## config.mk

```make
export PLATFORM = sky130hd
export DESIGN_NAME = fbsm_slave
export DESIGN_NICKNAME = d
export VERILOG_FILES = /design/src/logic/fbsm_pkg.sv /design/src/logic/fbsm_di_if.sv /design/src/logic/fbsm_din.sv /design/src/logic/fbsm_slave.sv
export SDC_FILE = /design/constraint.sdc
export NUM_CORES = 1
export LEC_CHECK = 0
export ABC_AREA = 0
export BUFFER_PORTS_ARGS = -buffer_cell sky130_fd_sc_hd__buf_2
export CORE_MARGIN = 4
export CORE_UTILIZATION = 48
export CTS_BUF_LIST = sky130_fd_sc_hd__clkbuf_16
export CTS_CLUSTER_DIAMETER = 50
export DETAILED_ROUTE_END_ITERATION = 10
export PLACE_DENSITY = 0.74
export REMOVE_ABC_BUFFERS = 1
export SKIP_CTS_REPAIR_TIMING = 1
export SLEW_MARGIN = 20
export SYNTH_ARGS = -nofsm -noshare
export SYNTH_HDL_FRONTEND = slang
export SYNTH_SLANG_ARGS = --single-unit
```

## constraint.sdc

```tcl
create_clock -name core_clk -period 4.7 [get_ports core_clk]
set_input_delay 0.47 -clock core_clk [delete_from_list [all_inputs] [get_ports core_clk]]
set_output_delay 0.47 -clock core_clk [all_outputs]
set_load 0.005 [all_outputs]
```

## src/logic/fbsm_pkg.sv

```systemverilog
/*
  Shared constants and types of the fieldbus slave state machine.
  Assumes a 125 MHz core clock.
*/
package fbsm_pkg;
  // communication states, lowest first; order is used for comparisons
  typedef enum logic [1:0] {
    COMM_INIT,
    COMM_PREOP,
    COMM_SAFEOP,
    COMM_OP
  } fbsm_comm_type;

  // phases of one free-run processing cycle
  typedef enum logic [1:0] {
    PH_IDLE,
    PH_CHECK,
    PH_READ,
    PH_WRITE
  } fbsm_phase_type;

  localparam int AXES = 4;
  localparam int DIN = 8;
  localparam int CLK_PERIOD_NS = 8;
  localparam int CYCLE_NS = 1000;
  localparam int CYCLE_CNT = (CYCLE_NS + CLK_PERIOD_NS - 1) / CLK_PERIOD_NS;
  localparam int CYC_W = 7;
  localparam logic [CYC_W-1:0] CYC_LAST = 7'(CYCLE_CNT - 1);
  localparam logic [15:0] NV_IDX_FIRST = 16'h8000;
  localparam logic [15:0] NV_IDX_LAST = 16'h8321;
  localparam logic [15:0] WD_CNT_RESET = 16'h0000;
  localparam logic [CYC_W-1:0] CYC_RESET = 7'h00;
endpackage

```

## src/logic/fbsm_di_if.sv

```systemverilog
/*
  Carrier between the digital-input stage and the slave core.
  Assumes both ends run on core_clk.
*/
`timescale 1ns/1ns
`default_nettype none
interface fbsm_di_if;
  logic [7:0] level;
  logic [7:0] limitHit;
  logic [7:0] latchPulse;
  logic [7:0] limitEn;
  logic [7:0] latchEn;
  modport din (input limitEn, input latchEn,
               output level, output limitHit, output latchPulse);
  modport core (output limitEn, output latchEn,
                input level, input limitHit, input latchPulse);
endinterface
`default_nettype wire

```

## src/logic/fbsm_din.sv

```systemverilog
/*
  Eight right/left digital inputs: synchroniser, limit and latch use.
  Assumes diPin is asynchronous to core_clk.
*/
`timescale 1ns/1ns
`default_nettype none
module fbsm_din (
  // clock and reset
  input wire logic core_clk,
  input wire logic arst_n,
  // pins, bit 2k right and 2k+1 left of axis k
  input wire logic [7:0] diPin,
  // core side
  fbsm_di_if.din di
);
  typedef struct packed {
    logic [7:0] sync1;
    logic [7:0] sync2;
    logic [7:0] prev;
  } fbsm_din_st_type;

  fbsm_din_st_type st_r;
  fbsm_din_st_type st_nxt;

  always_comb begin
    st_nxt = st_r;
    st_nxt.sync1 = diPin;
    st_nxt.sync2 = st_r.sync1;
    st_nxt.prev = st_r.sync2;
  end

  always_ff @(posedge core_clk or negedge arst_n) begin
    if (!arst_n) begin
      st_r <= '0;
    end else begin
      st_r <= st_nxt;
    end
  end

  assign di.level = st_r.sync2;
  // limit and latch may be enabled together on one input
  for (genvar i = 0; i < 8; i++) begin : g_in
    assign di.limitHit[i] = st_r.sync2[i] & di.limitEn[i];
    assign di.latchPulse[i] = st_r.sync2[i] & ~st_r.prev[i]
      & di.latchEn[i];
  end
endmodule
`default_nettype wire

```

## src/logic/fbsm_slave.sv

```systemverilog
/*
  Slave communication state machine with free-run process-data cycle,
  output watchdog and digital-input limit/latch handling.
  Assumes all inputs except diPin come from logic on core_clk.
*/
`timescale 1ns/1ns
`default_nettype none
module fbsm_slave (
  // clock and reset
  input wire logic core_clk,
  input wire logic arst_n,
  // state control from the master
  input wire fbsm_pkg::fbsm_comm_type stateReq,
  output fbsm_pkg::fbsm_comm_type stateAck,
  output logic errInd,
  output logic internalErrSeen,
  input wire logic internalErr,
  // object store
  output logic nvLoadReq,
  input wire logic nvLoadDone,
  input wire logic nvLoadValid,
  output logic useDefaults,
  input wire logic nvSaveReq,
  input wire logic [15:0] nvSaveIdx,
  output logic nvSaveStart,
  output logic nvSaveNak,
  // mailbox
  input wire logic mbxReq,
  output logic mbxAck,
  output logic mbxNak,
  // output process data from controller memory
  input wire logic pdOutValid,
  input wire logic [31:0] pdOutCmd,
  input wire logic [7:0] pdOutCurrent,
  input wire logic [1:0] pdOutDout,
  output logic pdNak,
  // watchdog and safe values
  input wire logic wdEnable,
  input wire logic [15:0] wdLimit,
  input wire logic [7:0] safeCurrent,
  input wire logic [1:0] safeDout,
  // motion engine
  output logic [31:0] motionCmd,
  output logic motionStrobe,
  output logic [3:0] motorRun,
  output logic [7:0] motorCurrent,
  input wire logic [3:0][31:0] encCount,
  input wire logic [7:0] motionStat,
  // general outputs
  output logic [1:0] gdoOut,
  // digital inputs
  input wire logic [7:0] diPin,
  input wire logic [7:0] limitEn,
  input wire logic [7:0] latchEn,
  input wire logic [7:0] latchClr,
  input wire logic [2:0] latchSel,
  // status written to controller memory
  output logic statusWr,
  output logic [7:0] statusDi,
  output logic [3:0] statusLimit,
  output logic [7:0] statusMotion,
  output logic [3:0][31:0] statusEnc,
  output logic [7:0] statusLatchFlags,
  output logic [31:0] statusLatchPos
);
  typedef struct packed {
    fbsm_pkg::fbsm_comm_type comm;
    fbsm_pkg::fbsm_phase_type phase;
    fbsm_pkg::fbsm_comm_type reqPrev;
    logic errInd;
    logic errSeen;
    logic fallHold;
    logic loadBusy;
    logic loadDone;
    logic useDefaults;
    logic frameSeen;
    logic pdPending;
    logic [31:0] pdCmd;
    logic [7:0] pdCur;
    logic [1:0] pdDout;
    logic [15:0] wdCnt;
    logic [fbsm_pkg::CYC_W-1:0] cyc;
    logic [31:0] motionCmd;
    logic motionStrobe;
    logic [3:0] motorRun;
    logic [7:0] motorCurrent;
    logic [1:0] general_output_channel;
    logic nvLoadReq;
    logic nvSaveStart;
    logic nvSaveNak;
    logic mbxAck;
    logic mbxNak;
    logic pdNak;
    logic statusWr;
    logic [7:0] statusDi;
    logic [3:0] statusLimit;
    logic [7:0] statusMotion;
    logic [3:0][31:0] statusEnc;
    logic [7:0] latchFlags;
    logic [7:0][31:0] latchPos;
    logic [31:0] statusLatchPos;
  } fbsm_st_type;

  fbsm_st_type st_r;
  fbsm_st_type st_nxt;
  fbsm_di_if di ();
  logic [3:0] axisLimit;
  logic wdExpire;

  fbsm_din u_din (
    .core_clk(core_clk),
    .arst_n(arst_n),
    .diPin(diPin),
    .di(di)
  );

  assign di.limitEn = limitEn;
  assign di.latchEn = latchEn;
  for (genvar a = 0; a < 4; a++) begin : g_axis
    assign axisLimit[a] = di.limitHit[2*a] | di.limitHit[2*a+1];
  end
  assign wdExpire = (st_r.comm == fbsm_pkg::COMM_OP) && wdEnable
    && (st_r.wdCnt >= wdLimit) && !pdOutValid;

  always_comb begin
    st_nxt = st_r;
    st_nxt.motionStrobe = 1'b0;
    st_nxt.nvLoadReq = 1'b0;
    st_nxt.nvSaveStart = 1'b0;
    st_nxt.nvSaveNak = 1'b0;
    st_nxt.mbxAck = 1'b0;
    st_nxt.mbxNak = 1'b0;
    st_nxt.pdNak = 1'b0;
    st_nxt.statusWr = 1'b0;
    st_nxt.reqPrev = stateReq;

    // a new request releases a fallback hold
    if (st_r.fallHold && stateReq != st_r.reqPrev) begin
      st_nxt.fallHold = 1'b0;
      st_nxt.errInd = 1'b0;
    end
    if (internalErr) begin
      st_nxt.errSeen = 1'b1;
      st_nxt.errInd = 1'b1;
      st_nxt.fallHold = 1'b1;
      case (st_r.comm)
        fbsm_pkg::COMM_OP: st_nxt.comm = fbsm_pkg::COMM_SAFEOP;
        fbsm_pkg::COMM_SAFEOP: st_nxt.comm = fbsm_pkg::COMM_PREOP;
        default: st_nxt.comm = fbsm_pkg::COMM_INIT;
      endcase
    end else if (wdExpire) begin
      st_nxt.comm = fbsm_pkg::COMM_SAFEOP;
      st_nxt.errInd = 1'b1;
      st_nxt.fallHold = 1'b1;
    end else if (!st_r.fallHold && stateReq != st_r.comm) begin
      if (stateReq < st_r.comm) begin
        st_nxt.comm = stateReq;
      end else begin
        case (st_r.comm)
          fbsm_pkg::COMM_INIT: begin
            if (st_r.loadDone) begin
              st_nxt.comm = fbsm_pkg::COMM_PREOP;
            end
          end
          fbsm_pkg::COMM_PREOP: st_nxt.comm = fbsm_pkg::COMM_SAFEOP;
          fbsm_pkg::COMM_SAFEOP: begin
            if (st_r.frameSeen) begin
              st_nxt.comm = fbsm_pkg::COMM_OP;
            end
          end
          default: st_nxt.comm = st_r.comm;
        endcase
      end
    end

    // object data load on every entry to init
    if (st_r.comm != fbsm_pkg::COMM_INIT) begin
      st_nxt.loadDone = 1'b0;
    end else if (!st_r.loadDone && !st_r.loadBusy) begin
      st_nxt.nvLoadReq = 1'b1;
      st_nxt.loadBusy = 1'b1;
    end else if (st_r.loadBusy && nvLoadDone) begin
      st_nxt.loadBusy = 1'b0;
      st_nxt.loadDone = 1'b1;
      st_nxt.useDefaults = ~nvLoadValid;
    end

    if (nvSaveReq) begin
      if (st_r.comm == fbsm_pkg::COMM_PREOP
          && nvSaveIdx >= fbsm_pkg::NV_IDX_FIRST
          && nvSaveIdx <= fbsm_pkg::NV_IDX_LAST) begin
        st_nxt.nvSaveStart = 1'b1;
      end else begin
        st_nxt.nvSaveNak = 1'b1;
      end
    end

    if (mbxReq) begin
      st_nxt.mbxAck = st_r.comm != fbsm_pkg::COMM_INIT;
      st_nxt.mbxNak = st_r.comm == fbsm_pkg::COMM_INIT;
    end

    if (st_r.comm == fbsm_pkg::COMM_OP && wdEnable && !pdOutValid) begin
      if (st_r.wdCnt != 16'hFFFF) begin
        st_nxt.wdCnt = st_r.wdCnt + 16'h0001;
      end
    end else begin
      st_nxt.wdCnt = fbsm_pkg::WD_CNT_RESET;
    end

    // free-running local cycle
    st_nxt.cyc = (st_r.cyc == fbsm_pkg::CYC_LAST) ? fbsm_pkg::CYC_RESET
      : st_r.cyc + 7'h01;
    case (st_r.phase)
      fbsm_pkg::PH_IDLE: begin
        if (st_r.cyc == fbsm_pkg::CYC_RESET) begin
          st_nxt.phase = fbsm_pkg::PH_CHECK;
        end
      end
      fbsm_pkg::PH_CHECK: begin
        if (st_r.pdPending && st_r.comm == fbsm_pkg::COMM_OP) begin
          st_nxt.motionCmd = st_r.pdCmd;
          st_nxt.motionStrobe = 1'b1;
          st_nxt.motorRun = 4'hF;
          st_nxt.motorCurrent = st_r.pdCur;
          st_nxt.general_output_channel = st_r.pdDout;
        end
        st_nxt.pdPending = 1'b0;
        st_nxt.phase = fbsm_pkg::PH_READ;
      end
      fbsm_pkg::PH_READ: begin
        st_nxt.statusDi = di.level;
        st_nxt.statusLimit = axisLimit;
        st_nxt.statusMotion = motionStat;
        st_nxt.statusEnc = encCount;
        st_nxt.statusLatchPos = st_r.latchPos[latchSel];
        st_nxt.phase = fbsm_pkg::PH_WRITE;
      end
      fbsm_pkg::PH_WRITE: begin
        // status goes out only once inputs are exchanged
        st_nxt.statusWr = st_r.comm >= fbsm_pkg::COMM_SAFEOP;
        st_nxt.phase = fbsm_pkg::PH_IDLE;
      end
      default: st_nxt.phase = fbsm_pkg::PH_IDLE;
    endcase

    // new output data; set wins over the cycle's clear
    if (pdOutValid) begin
      if (st_r.comm >= fbsm_pkg::COMM_SAFEOP) begin
        st_nxt.pdPending = 1'b1;
        st_nxt.pdCmd = pdOutCmd;
        st_nxt.pdCur = pdOutCurrent;
        st_nxt.pdDout = pdOutDout;
        st_nxt.frameSeen = 1'b1;
      end else begin
        st_nxt.pdNak = 1'b1;
      end
    end
    if (st_r.comm < fbsm_pkg::COMM_SAFEOP) begin
      st_nxt.frameSeen = 1'b0;
    end

    // safe outputs in every state but operational
    if (st_nxt.comm != fbsm_pkg::COMM_OP) begin
      st_nxt.motorRun = 4'h0;
      st_nxt.motorCurrent = safeCurrent;
      st_nxt.general_output_channel = safeDout;
    end
    st_nxt.motorRun = st_nxt.motorRun & ~axisLimit;

    for (int i = 0; i < 8; i++) begin
      if (latchClr[i]) begin
        st_nxt.latchFlags[i] = 1'b0;
      end
      if (di.latchPulse[i]) begin
        st_nxt.latchFlags[i] = 1'b1;
        st_nxt.latchPos[i] = encCount[i/2];
      end
    end
  end

  always_ff @(posedge core_clk or negedge arst_n) begin
    if (!arst_n) begin
      st_r <= '0;
      st_r.comm <= fbsm_pkg::COMM_INIT;
      st_r.reqPrev <= fbsm_pkg::COMM_INIT;
      st_r.phase <= fbsm_pkg::PH_IDLE;
    end else begin
      st_r <= st_nxt;
    end
  end

  assign stateAck = st_r.comm;
  assign errInd = st_r.errInd;
  assign internalErrSeen = st_r.errSeen;
  assign nvLoadReq = st_r.nvLoadReq;
  assign useDefaults = st_r.useDefaults;
  assign nvSaveStart = st_r.nvSaveStart;
  assign nvSaveNak = st_r.nvSaveNak;
  assign mbxAck = st_r.mbxAck;
  assign mbxNak = st_r.mbxNak;
  assign pdNak = st_r.pdNak;
  assign motionCmd = st_r.motionCmd;
  assign motionStrobe = st_r.motionStrobe;
  assign motorRun = st_r.motorRun;
  assign motorCurrent = st_r.motorCurrent;
  assign gdoOut = st_r.general_output_channel;
  assign statusWr = st_r.statusWr;
  assign statusDi = st_r.statusDi;
  assign statusLimit = st_r.statusLimit;
  assign statusMotion = st_r.statusMotion;
  assign statusEnc = st_r.statusEnc;
  assign statusLatchFlags = st_r.latchFlags;
  assign statusLatchPos = st_r.statusLatchPos;
endmodule
`default_nettype wire

```

==> results.md, run 1 <==
| Stage | Item | Value |
|:---|:---|:---|
| status | Result of the run | finished, final reports clean |
| die | Initial core utilization | 48.7% |
| yosys | Count of yosys warnings during synthesis | 0 |
| cts | Number of levels in the clock H-tree | 3 |
| critical path | Cell-by-cell listing of the critical path | inv_1 -> ha_1 -> a21oi_1 -> nor2b_1 -> a21oi_1 -> a211o_1 -> nand3b_4 -> mux2_4 |
| yosys | Cell Area, Synth | 26400 um2 |
| timing | Time the worst path needs with I/O delays and setup | 2.87 ns |
| grt | Grt ovf | 0 |
| yosys | Commonest cells post-synth | sky130_fd_sc_hd__dfrtp_1, sky130_fd_sc_hd__mux2_2, sky130_fd_sc_hd__buf_4 |
| cts | Max Buffers Root-to-Sink | 3 |
| hold path | Hold/Removal Path Class | in -> reg |
| cts | Clock latency on the worst-skew pair | 0.60 ns |
| yosys | Async set or reset register ratio after synthesis | 100% |
| critical path | Critical path's largest stage delay | 0.69 ns |
| yosys | Post-synthesis cell type count | 52 |
| grt | Via count of the first global-routing pass | 17300 |
| yosys | Avg Synthesized Cell Area | 13.8 um2 |
| drt | Average detailed-routed wire length per instance | 21.3 um |
| yosys | Main flop type after synthesis | sky130_fd_sc_hd__dfrtp_1 |
| power | Leakage power | 14.4 nW |
| critical path | Most numerous cell on the critical path | sky130_fd_sc_hd__a21oi_1 |
| die | Total Die Area | 58800 um2 |
| power | Sum of internal, switching and leakage power | 13.0 mW |
| timing | Fmax achieved | 349 MHz |
| cells and area | Multi-input gate area | 9150 um2 |
| power | Power per cell area | 429 nW/um2 |
| placed design | Number of cells in the design after placement | 2823 |
| cells and area | Area occupied by registers | 15000 um2 |
| cells and area | Fill cell count | 4294 |
| timing | Number of hold violations in the final report | 0 |
| timing | Worst clock skew on the final layout | 0.0170 ns |
| yosys | Multiplexer share of the synthesized area | 26.1% |
| drt | Antenna-violating nets left | 0 |
| grt | Maximum number of pins on one net before global-route repair | 131 |
| cts | Root Buffer Master | sky130_fd_sc_hd__clkbuf_16 |
| timing | Tightest slew margin relative to the limit | 30.1% |
| cts | Clock slew seen by the registers of the worst setup and hold paths | 0.06 ns |
| cells and area | Relative area change from synthesis to final layout | 14.6% |
| yosys | Synth Area in Compound Gates | 2.02% |
| placed design | Area after detailed placement | 28000 um2 |
| cells and area | Post-Layout Cell Count | 2956 |
| die | Count of boundary I/O pins | 513 |
| cells and area | Final net count | 2499 |
| grt | Number of antenna violations at the first check in global routing | 9 |
| yosys | Number of synthesized flops with an enable pin | 0 |
| critical path | Critical Path End Type | register |
| yosys | Most used standard cell by instance count after synthesis | sky130_fd_sc_hd__dfrtp_1 |
| drt | DRC violations left | 0 |
| timing | Worst Tran Pin Value | 1.05 ns |
| yosys | Main combinational cell family by area after synthesis | multiplexers |
| grt | Global-route usage over all layers | 21.4% |
| timing | Total of endpoints with negative setup slack in the final report | 0 |
| placed design | I/O Buffers | 511 |
| yosys | Flops & latches, synth | 600 |
| drt | Count of vias placed by the detailed router | 15800 |
| yosys | Biggest area consumer among synthesized cells | sky130_fd_sc_hd__dfrtp_1 |
| yosys | Post-synthesis share of cell area spent on xor and xnor gates | 0.631% |
| run | MaxCap Viol Count | 0 |
| timing | RSZ-0062 raised after global routing | no |
| drt | Drt first pass iters | 4 |
| timing | Share of the cycle needed by the critical path after routing | 61.0% |
| critical path | Count of buffer and inverter cells on the critical path | 1 |
| critical path | Req. time, crit path | 5.17 ns |
| critical path | Critical-path top delay cell | sky130_fd_sc_hd__dfrtp_1 |
| power | Max VDD drop | 0.368 mV |
| grt | Global-route wire length before repair | 99300 um |
| yosys | Simple-gate share of the synthesized area | 4.62% |
| drt | Iteration-0 DRC count of the detailed router | 775 |
| die | Standard-cell rows | 85 |
| yosys | Cell count after synthesis | 1908 |
| yosys | Area contributors post-synth | sky130_fd_sc_hd__dfrtp_1, sky130_fd_sc_hd__mux2_2, sky130_fd_sc_hd__buf_4, sky130_fd_sc_hd__mux4_2, sky130_fd_sc_hd__nand2_1 |
| placed design | HPWL Detailed | 42300 um |
| critical path | Dominant delay contributor by cell family on the critical path | flip-flops |
| drt | Total wire length | 63000 um |
| cells and area | Fraction of layout instances using a drive strength above 1 | 51.4% |
| critical path | Type of the setup path with the least slack | reg -> reg |
| critical path | Critical Path AT | 3.34 ns |
| yosys | Post-synth top area share | 56.9% |
| yosys | Post-synthesis adder-cell area fraction | 1.23% |
| cts | Clock sink total | 600 |
| critical path | Startpoint kind of the worst setup timing path | register |
| drt | DR vias/cell | 5.35 |
| critical path | Critical path peak fanout | 15 |
| cts | Clock tree from TritonCTS | yes |
| die | Core region area | 54100 um2 |
| timing | Number of pins with negative max-slew slack in the final report | 0 |
| yosys | Part of the Yosys area used for sequential elements | 56.9% |
| die | Die outline height | 242 um |
| die | Die Span X | 242 um |
| placed design | Final Wtd Congestion | 0.849 |
| cts | Inserted Clock Buffers | 69 |
| cells and area | Area of all placed cells without fillers | 30200 um2 |
==> worst reg2reg max path, delay by kind of cell (launching register included) <==
family	cells	cell delay (ns)
buffers and inverters	1	0.13
AOI/OAI and AO/OA	3	0.59
adders and majority gates	1	0.31
DFF	1	0.69
muxes	1	0.41
and+or+nand+nor	2	0.62
==> path summary, 6_finish.rpt <==
path	to	cells past startpoint	startpoint	slack, ns
max reg2reg	motorCurrent[3]	8	stateAck[1]	1.83
max in group asynchronous	st_r[136]	3	arst_n	2.95
min in group asynchronous	statusLatchPos[11]	2	arst_n	0.51
min	st_r[572]	1	stateReq[1]	0.05
max	motorCurrent[3]	8	stateAck[1]	1.83
min reg2reg	u_din.di.level[1]	0	u_din.st_nxt[9]	0.34
==> layer usage <==
| metal | part of all wire (%) | GRT usage, % | up-vias | wire length, um |
|---|---|---|---|---|
| li1 | - | - | 7003 | - |
| met1 | 41 | 27.1 | 8231 | 25900 |
| met2 | 50 | 36.2 | 491 | 31300 |
| met3 | 7.5 | 6.43 | 78 | 4720 |
| met4 | 1.6 | 5.57 | 6 | 1040 |
| met5 | 0.040 | 0 | - | 25 |
==> cells in the final DEF (no fill, tap or decap), drive strengths merged, types with 4 or more instances in the layout <==
| cell | synthesis | layout |
|---|---|---|
| nand2 | 143 | 143 |
| inv | 33 | 55 |
| diode | 0 | 4 |
| buf | 258 | 538 |
| mux2 | 452 | 452 |
| and3 | 5 | 5 |
| clkinv | 0 | 20 |
| nand3 | 12 | 12 |
| dlygate4sd3 | 0 | 9 |
| nor2 | 66 | 66 |
| dfrtp | 600 | 600 |
| xnor2 | 5 | 5 |
| clkinvlp | 0 | 5 |
| a22oi | 4 | 4 |
| nor2b | 6 | 6 |
| a21oi | 45 | 45 |
| clkbuf | 61 | 71 |
| mux4 | 64 | 64 |
| mux2i | 33 | 33 |
| a31oi | 4 | 4 |
| ha | 26 | 26 |
| nand3b | 9 | 9 |
| o21ai | 23 | 23 |
| and2 | 8 | 8 |
| xor2 | 14 | 14 |
| nand4 | 5 | 5 |
==> layout make-up <==
cell class / count / area share, %
antenna: 4 / 0.0331
clock buffer: 71 / 5.88
clock inverter: 49 / 1.14
inverter: 33 / 0.410
multi-input combinational: 956 / 30.3
sequential: 600 / 49.7
tap: 696 / 2.88
timing repair buffer: 547 / 9.73
==> power by group <==
| part | switching (mW) | internal [mW] | leakage, nW |
|---|---|---|---|
| Clock | 2.15 | 2.87 | 1.08 |
| Sequential | 0.396 | 5.90 | 7.27 |
| Combinational | 0.674 | 0.981 | 6.02 |
| Total | 3.22 | 9.76 | 14.4 |
==> metrics by stage <==
step | hold slack [ns] | setup WS [ns] | setup TNS (ns) | util (%)
3_3_place_gp | 0.333 | 1.99 | 0 | 51.7
3_5_place_dp | 0.336 | 1.86 | 0 | 51.7
4_1_cts | -0.0577 | 1.85 | 0 | 55.6
5_1_grt | 0.0339 | 1.68 | 0 | 55.8
2_1_floorplan | 0.174 | -1.12 | -192.39 | -
6_report | 0.0520 | 1.83 | 0 | 55.8
==> flip-flops by register name, summed over array words and instances (netlist names), 2 cells and up <==
| register | flops |
|---|---|
| st_r | 330 |
| statusEnc | 128 |
| motionCmd | 32 |
| statusLatchPos | 32 |
| motorCurrent | 8 |
| statusDi | 8 |
| statusLatchFlags | 8 |
| statusMotion | 8 |
| u_din.di.level | 8 |
| u_din.st_nxt | 8 |
| u_din.st_r | 8 |
| motorRun | 4 |
| statusLimit | 4 |
| gdoOut | 2 |
| stateAck | 2 |
==> kinds of logic after synthesis <==
group / Yosys count
compound gates: 91
xor+xnor: 19
fa+ha+maj: 26
buf+inv: 352
flops: 600
mux: 549
simple gates: 271
Note: power is estimated with default switching activity, not from simulation.
==> run 2, diff against run 1 <==
- clock period: 4.7 -> 2.81 ns (I/O delays scaled with it)
==> run 2 against run 1 <==
  * First-iteration DRC count grew 5.0%
  * Largest power group unchanged
  * Clock power rose by 69%
  * Final area is 7.6% higher
  * Clock skew is 0.0092 ns higher
  * Cell count grew 7.6%
==> results.md, run 2 (synthesis results as in run 1) <==
| Stage | Item | Value | vs previous |
|:---|:---|:---|:---|
| status | Result of the run | finished, final reports clean |  |
| cells and area | Number of flip-flops in the largest register | 330 | unchanged |
| cts | Clock sink total | 600 | unchanged |
| timing | Share of the cycle needed by the critical path after routing | 89.4% | +28 points |
| critical path | Type of the setup path with the least slack | reg -> reg |  |
| critical path | Number of cells traversed by the worst register-to-register path | 7 | -1 |
| grt | Grt ovf | 0 | unchanged |
| cells and area | Multi-input gate area | 9140 um2 | about the same |
| power | Max VDD drop | 0.711 mV | +93% |
| grt | Met1 capacity usage during global routing | 27.6% | +0.48 points |
| grt | Busiest layer in global routing | met2 |  |
| critical path | Critical path peak fanout | 14 | -1 |
| grt | Global-route wire length before repair | 101000 um | +1.2% |
| critical path | Origin of the critical flop-to-flop path | st_r[516] |  |
| die | Count of boundary I/O pins | 513 | unchanged |
| grt | Met2 track demand over resource | 36.4% | +0.15 points |
| timing | Number of hold violations in the final report | 0 | unchanged |
| die | Total Die Area | 58800 um2 | unchanged |
| cts | Root Buffer Master | sky130_fd_sc_hd__clkbuf_16 |  |
| timing | Tightest slew margin relative to the limit | 40.2% | +10 points |
| cells and area | Biggest register | st_r |  |
| grt | Number of antenna violations at the first check in global routing | 6 | -3 |
| placed design | I/O Buffers | 511 | unchanged |
| grt | Grt met3 use | 6.23% | -0.20 points |
| cts | Inserted Clock Buffers | 68 | -1.4% |
| placed design | Worst setup timing slack at the placement stage | 0.324 ns | -1.53 ns |
| cts | Clock slew seen by the registers of the worst setup and hold paths | 0.06 ns | about the same |
| cells and area | Area occupied by registers | 15000 um2 | unchanged |
| drt | DR vias/cell | 5.28 | -1.3% |
| drt | Count of vias placed by the detailed router | 16800 | +6.2% |
| critical path | Startpoint kind of the worst setup timing path | register |  |
| placed design | HPWL Detailed | 44800 um | +5.8% |
| hold path | Hold/Removal Path Class | in -> reg |  |
| run | MaxCap Viol Count | 0 | unchanged |
| drt | Total wire length | 67200 um | +6.7% |
| cells and area | Utilization after layout | 60.1% | +4.3 points |
| cells and area | Most common cell after layout, fill and taps aside | sky130_fd_sc_hd__dfrtp_1 |  |
| timing | Total of endpoints with negative setup slack in the final report | 0 | unchanged |
| timing | Hold Worst Slack | 0.00321 ns | -0.0488 ns |
| drt | Drt first pass iters | 4 | unchanged |
| cells and area | Fill cell count | 3912 | -8.9% |
| timing | Worst clock skew on the final layout | 0.0262 ns | +0.00918 ns |
| critical path | Worst reg2reg path endpoint | motorCurrent[0] |  |
| drt | DRC violations left | 0 | unchanged |
| critical path | Critical Path End Type | register |  |
| cts | Max Buffers Root-to-Sink | 3 | unchanged |
| die | Die outline height | 242 um | unchanged |
| critical path | Worst setup path endpoint | motorCurrent[0] |  |
| die | Core region area | 54100 um2 | unchanged |
| timing | Min setup slack post-route | 0.299 ns | -1.53 ns |
| critical path | Setup slack of the most critical reg-to-reg path | 0.30 ns | -1.53 ns |
| drt | Iteration-0 DRC count of the detailed router | 814 | +5.0% |
| drt | Antenna-violating nets left | 0 | unchanged |
| power | Sum of internal, switching and leakage power | 22.1 mW | +71% |
| cells and area | Final net count | 2726 | +9.1% |
| power | Power per cell area | 680 nW/um2 | +58% |
| cts | Number of levels in the clock H-tree | 3 | unchanged |
| cts | Clock tree from TritonCTS | yes |  |
| die | Initial core utilization | 48.7% | unchanged |
| grt | Global-route usage over all layers | 21.7% | +0.24 points |
| placed design | Final Wtd Congestion | 0.848 | about the same |
| critical path | Req. time, crit path | 3.29 ns | -1.88 ns |
| die | Die Span X | 242 um | unchanged |
| grt | Maximum number of pins on one net before global-route repair | 74 | -44% |
| die | Standard-cell rows | 85 | unchanged |
| cells and area | Most frequent cells in the layout | sky130_fd_sc_hd__dfrtp_1, sky130_fd_sc_hd__buf_2, sky130_fd_sc_hd__mux2_2 |  |
| critical path | Worst Setup SP | st_r[516] |  |
| timing | Time the worst path needs with I/O delays and setup | 2.51 ns | -0.357 ns |
| cts | Clock latency on the worst-skew pair | 0.59 ns | about the same |
| cells and area | Relative area change from synthesis to final layout | 23.3% |  |
| critical path | Critical Path AT | 2.99 ns | -0.35 ns |
| timing | Number of pins with negative max-slew slack in the final report | 0 | unchanged |
| grt | Via count of the first global-routing pass | 17600 | +1.4% |
| drt | Average detailed-routed wire length per instance | 21.1 um | -0.82% |
| cells and area | Fraction of layout instances using a drive strength above 1 | 47.9% | -3.5 points |
| timing | RSZ-0062 raised after global routing | no |  |
| timing | Worst Tran Pin Value | 0.895 ns | -0.154 ns |
| timing | Fmax achieved | 398 MHz | +14% |
| power | Leakage power | 15.4 nW | +7.2% |
run 2: cell types whose count changed in the layout (fill, tap and decap cells not counted), sizes merged:
cell,delta
dlygate4sd3,+197
buf,+31
bufinv,+3
clkinv,-3
clkinvlp,-2
inv,-2
run 2: per-layer routing:
layer  part of all wire (%)  wire [um]  up-vias
met5                  0.043         29        -
met4                    2.4       1640        6
met3                    6.9       4640      107
met2                     50      33600      559
met1                     41      27300     8669
li1                       -          -     7446
run 2: how the worst min path moves through the flow:
stage	slack (ns)	to	cells past startpoint	start
floorplan	-0.01	gdoOut[0]	0	arst_n
global route	0.0006	statusEnc[70]	2	encCount[70]
global placement	0.33	u_din.di.level[5]	0	u_din.st_nxt[13]
detailed placement	0.33	u_din.di.level[4]	0	u_din.st_nxt[12]
CTS	-0.30	st_r[539]	1	arst_n
finish	0.003	motorRun[1]	4	limitEn[3]
run 2: through the flow:
step | cell area [um2] | std cells | setup TNS [ns]
2_1_floorplan | 24300 | 1589 | -539.30
3_3_place_gp | 28300 | 2854 | 0
3_5_place_dp | 28300 | 2854 | 0
4_1_cts | 30500 | 2970 | 0
5_1_grt | 32500 | 3177 | 0
6_report | 32500 | 3180 | 0
run 2: report_power, final:
group | leakage [nW] | switching (mW) | internal [mW] | total [mW]
sequential | 7.27 | 0.641 | 9.88 | 10.5
combinational | 7.03 | 1.24 | 1.86 | 3.11
clock | 1.11 | 3.47 | 5.03 | 8.50
run 2: final cells by class:
cell class,count,share of cell area (%)
Sequential cell,600,46.1
Multi-Input combinational cell,956,28.1
Timing Repair Buffer,775,16.1
Clock buffer,71,5.46
Tap cell,696,2.68
Clock inverter,45,1.12
Inverter,33,0.381
Antenna cell,4,0.0308
run 2: worst max-delay path, cell delays in order (launching register included):
cell and delay [ns]:
sky130_fd_sc_hd__dfrtp_1 0.43, sky130_fd_sc_hd__ha_1 0.35, sky130_fd_sc_hd__and4_4 0.25, sky130_fd_sc_hd__o211ai_1 0.09, sky130_fd_sc_hd__o32a_1 0.36, sky130_fd_sc_hd__a31o_4 0.26
sky130_fd_sc_hd__nand3b_4 0.26, sky130_fd_sc_hd__mux2_2 0.39
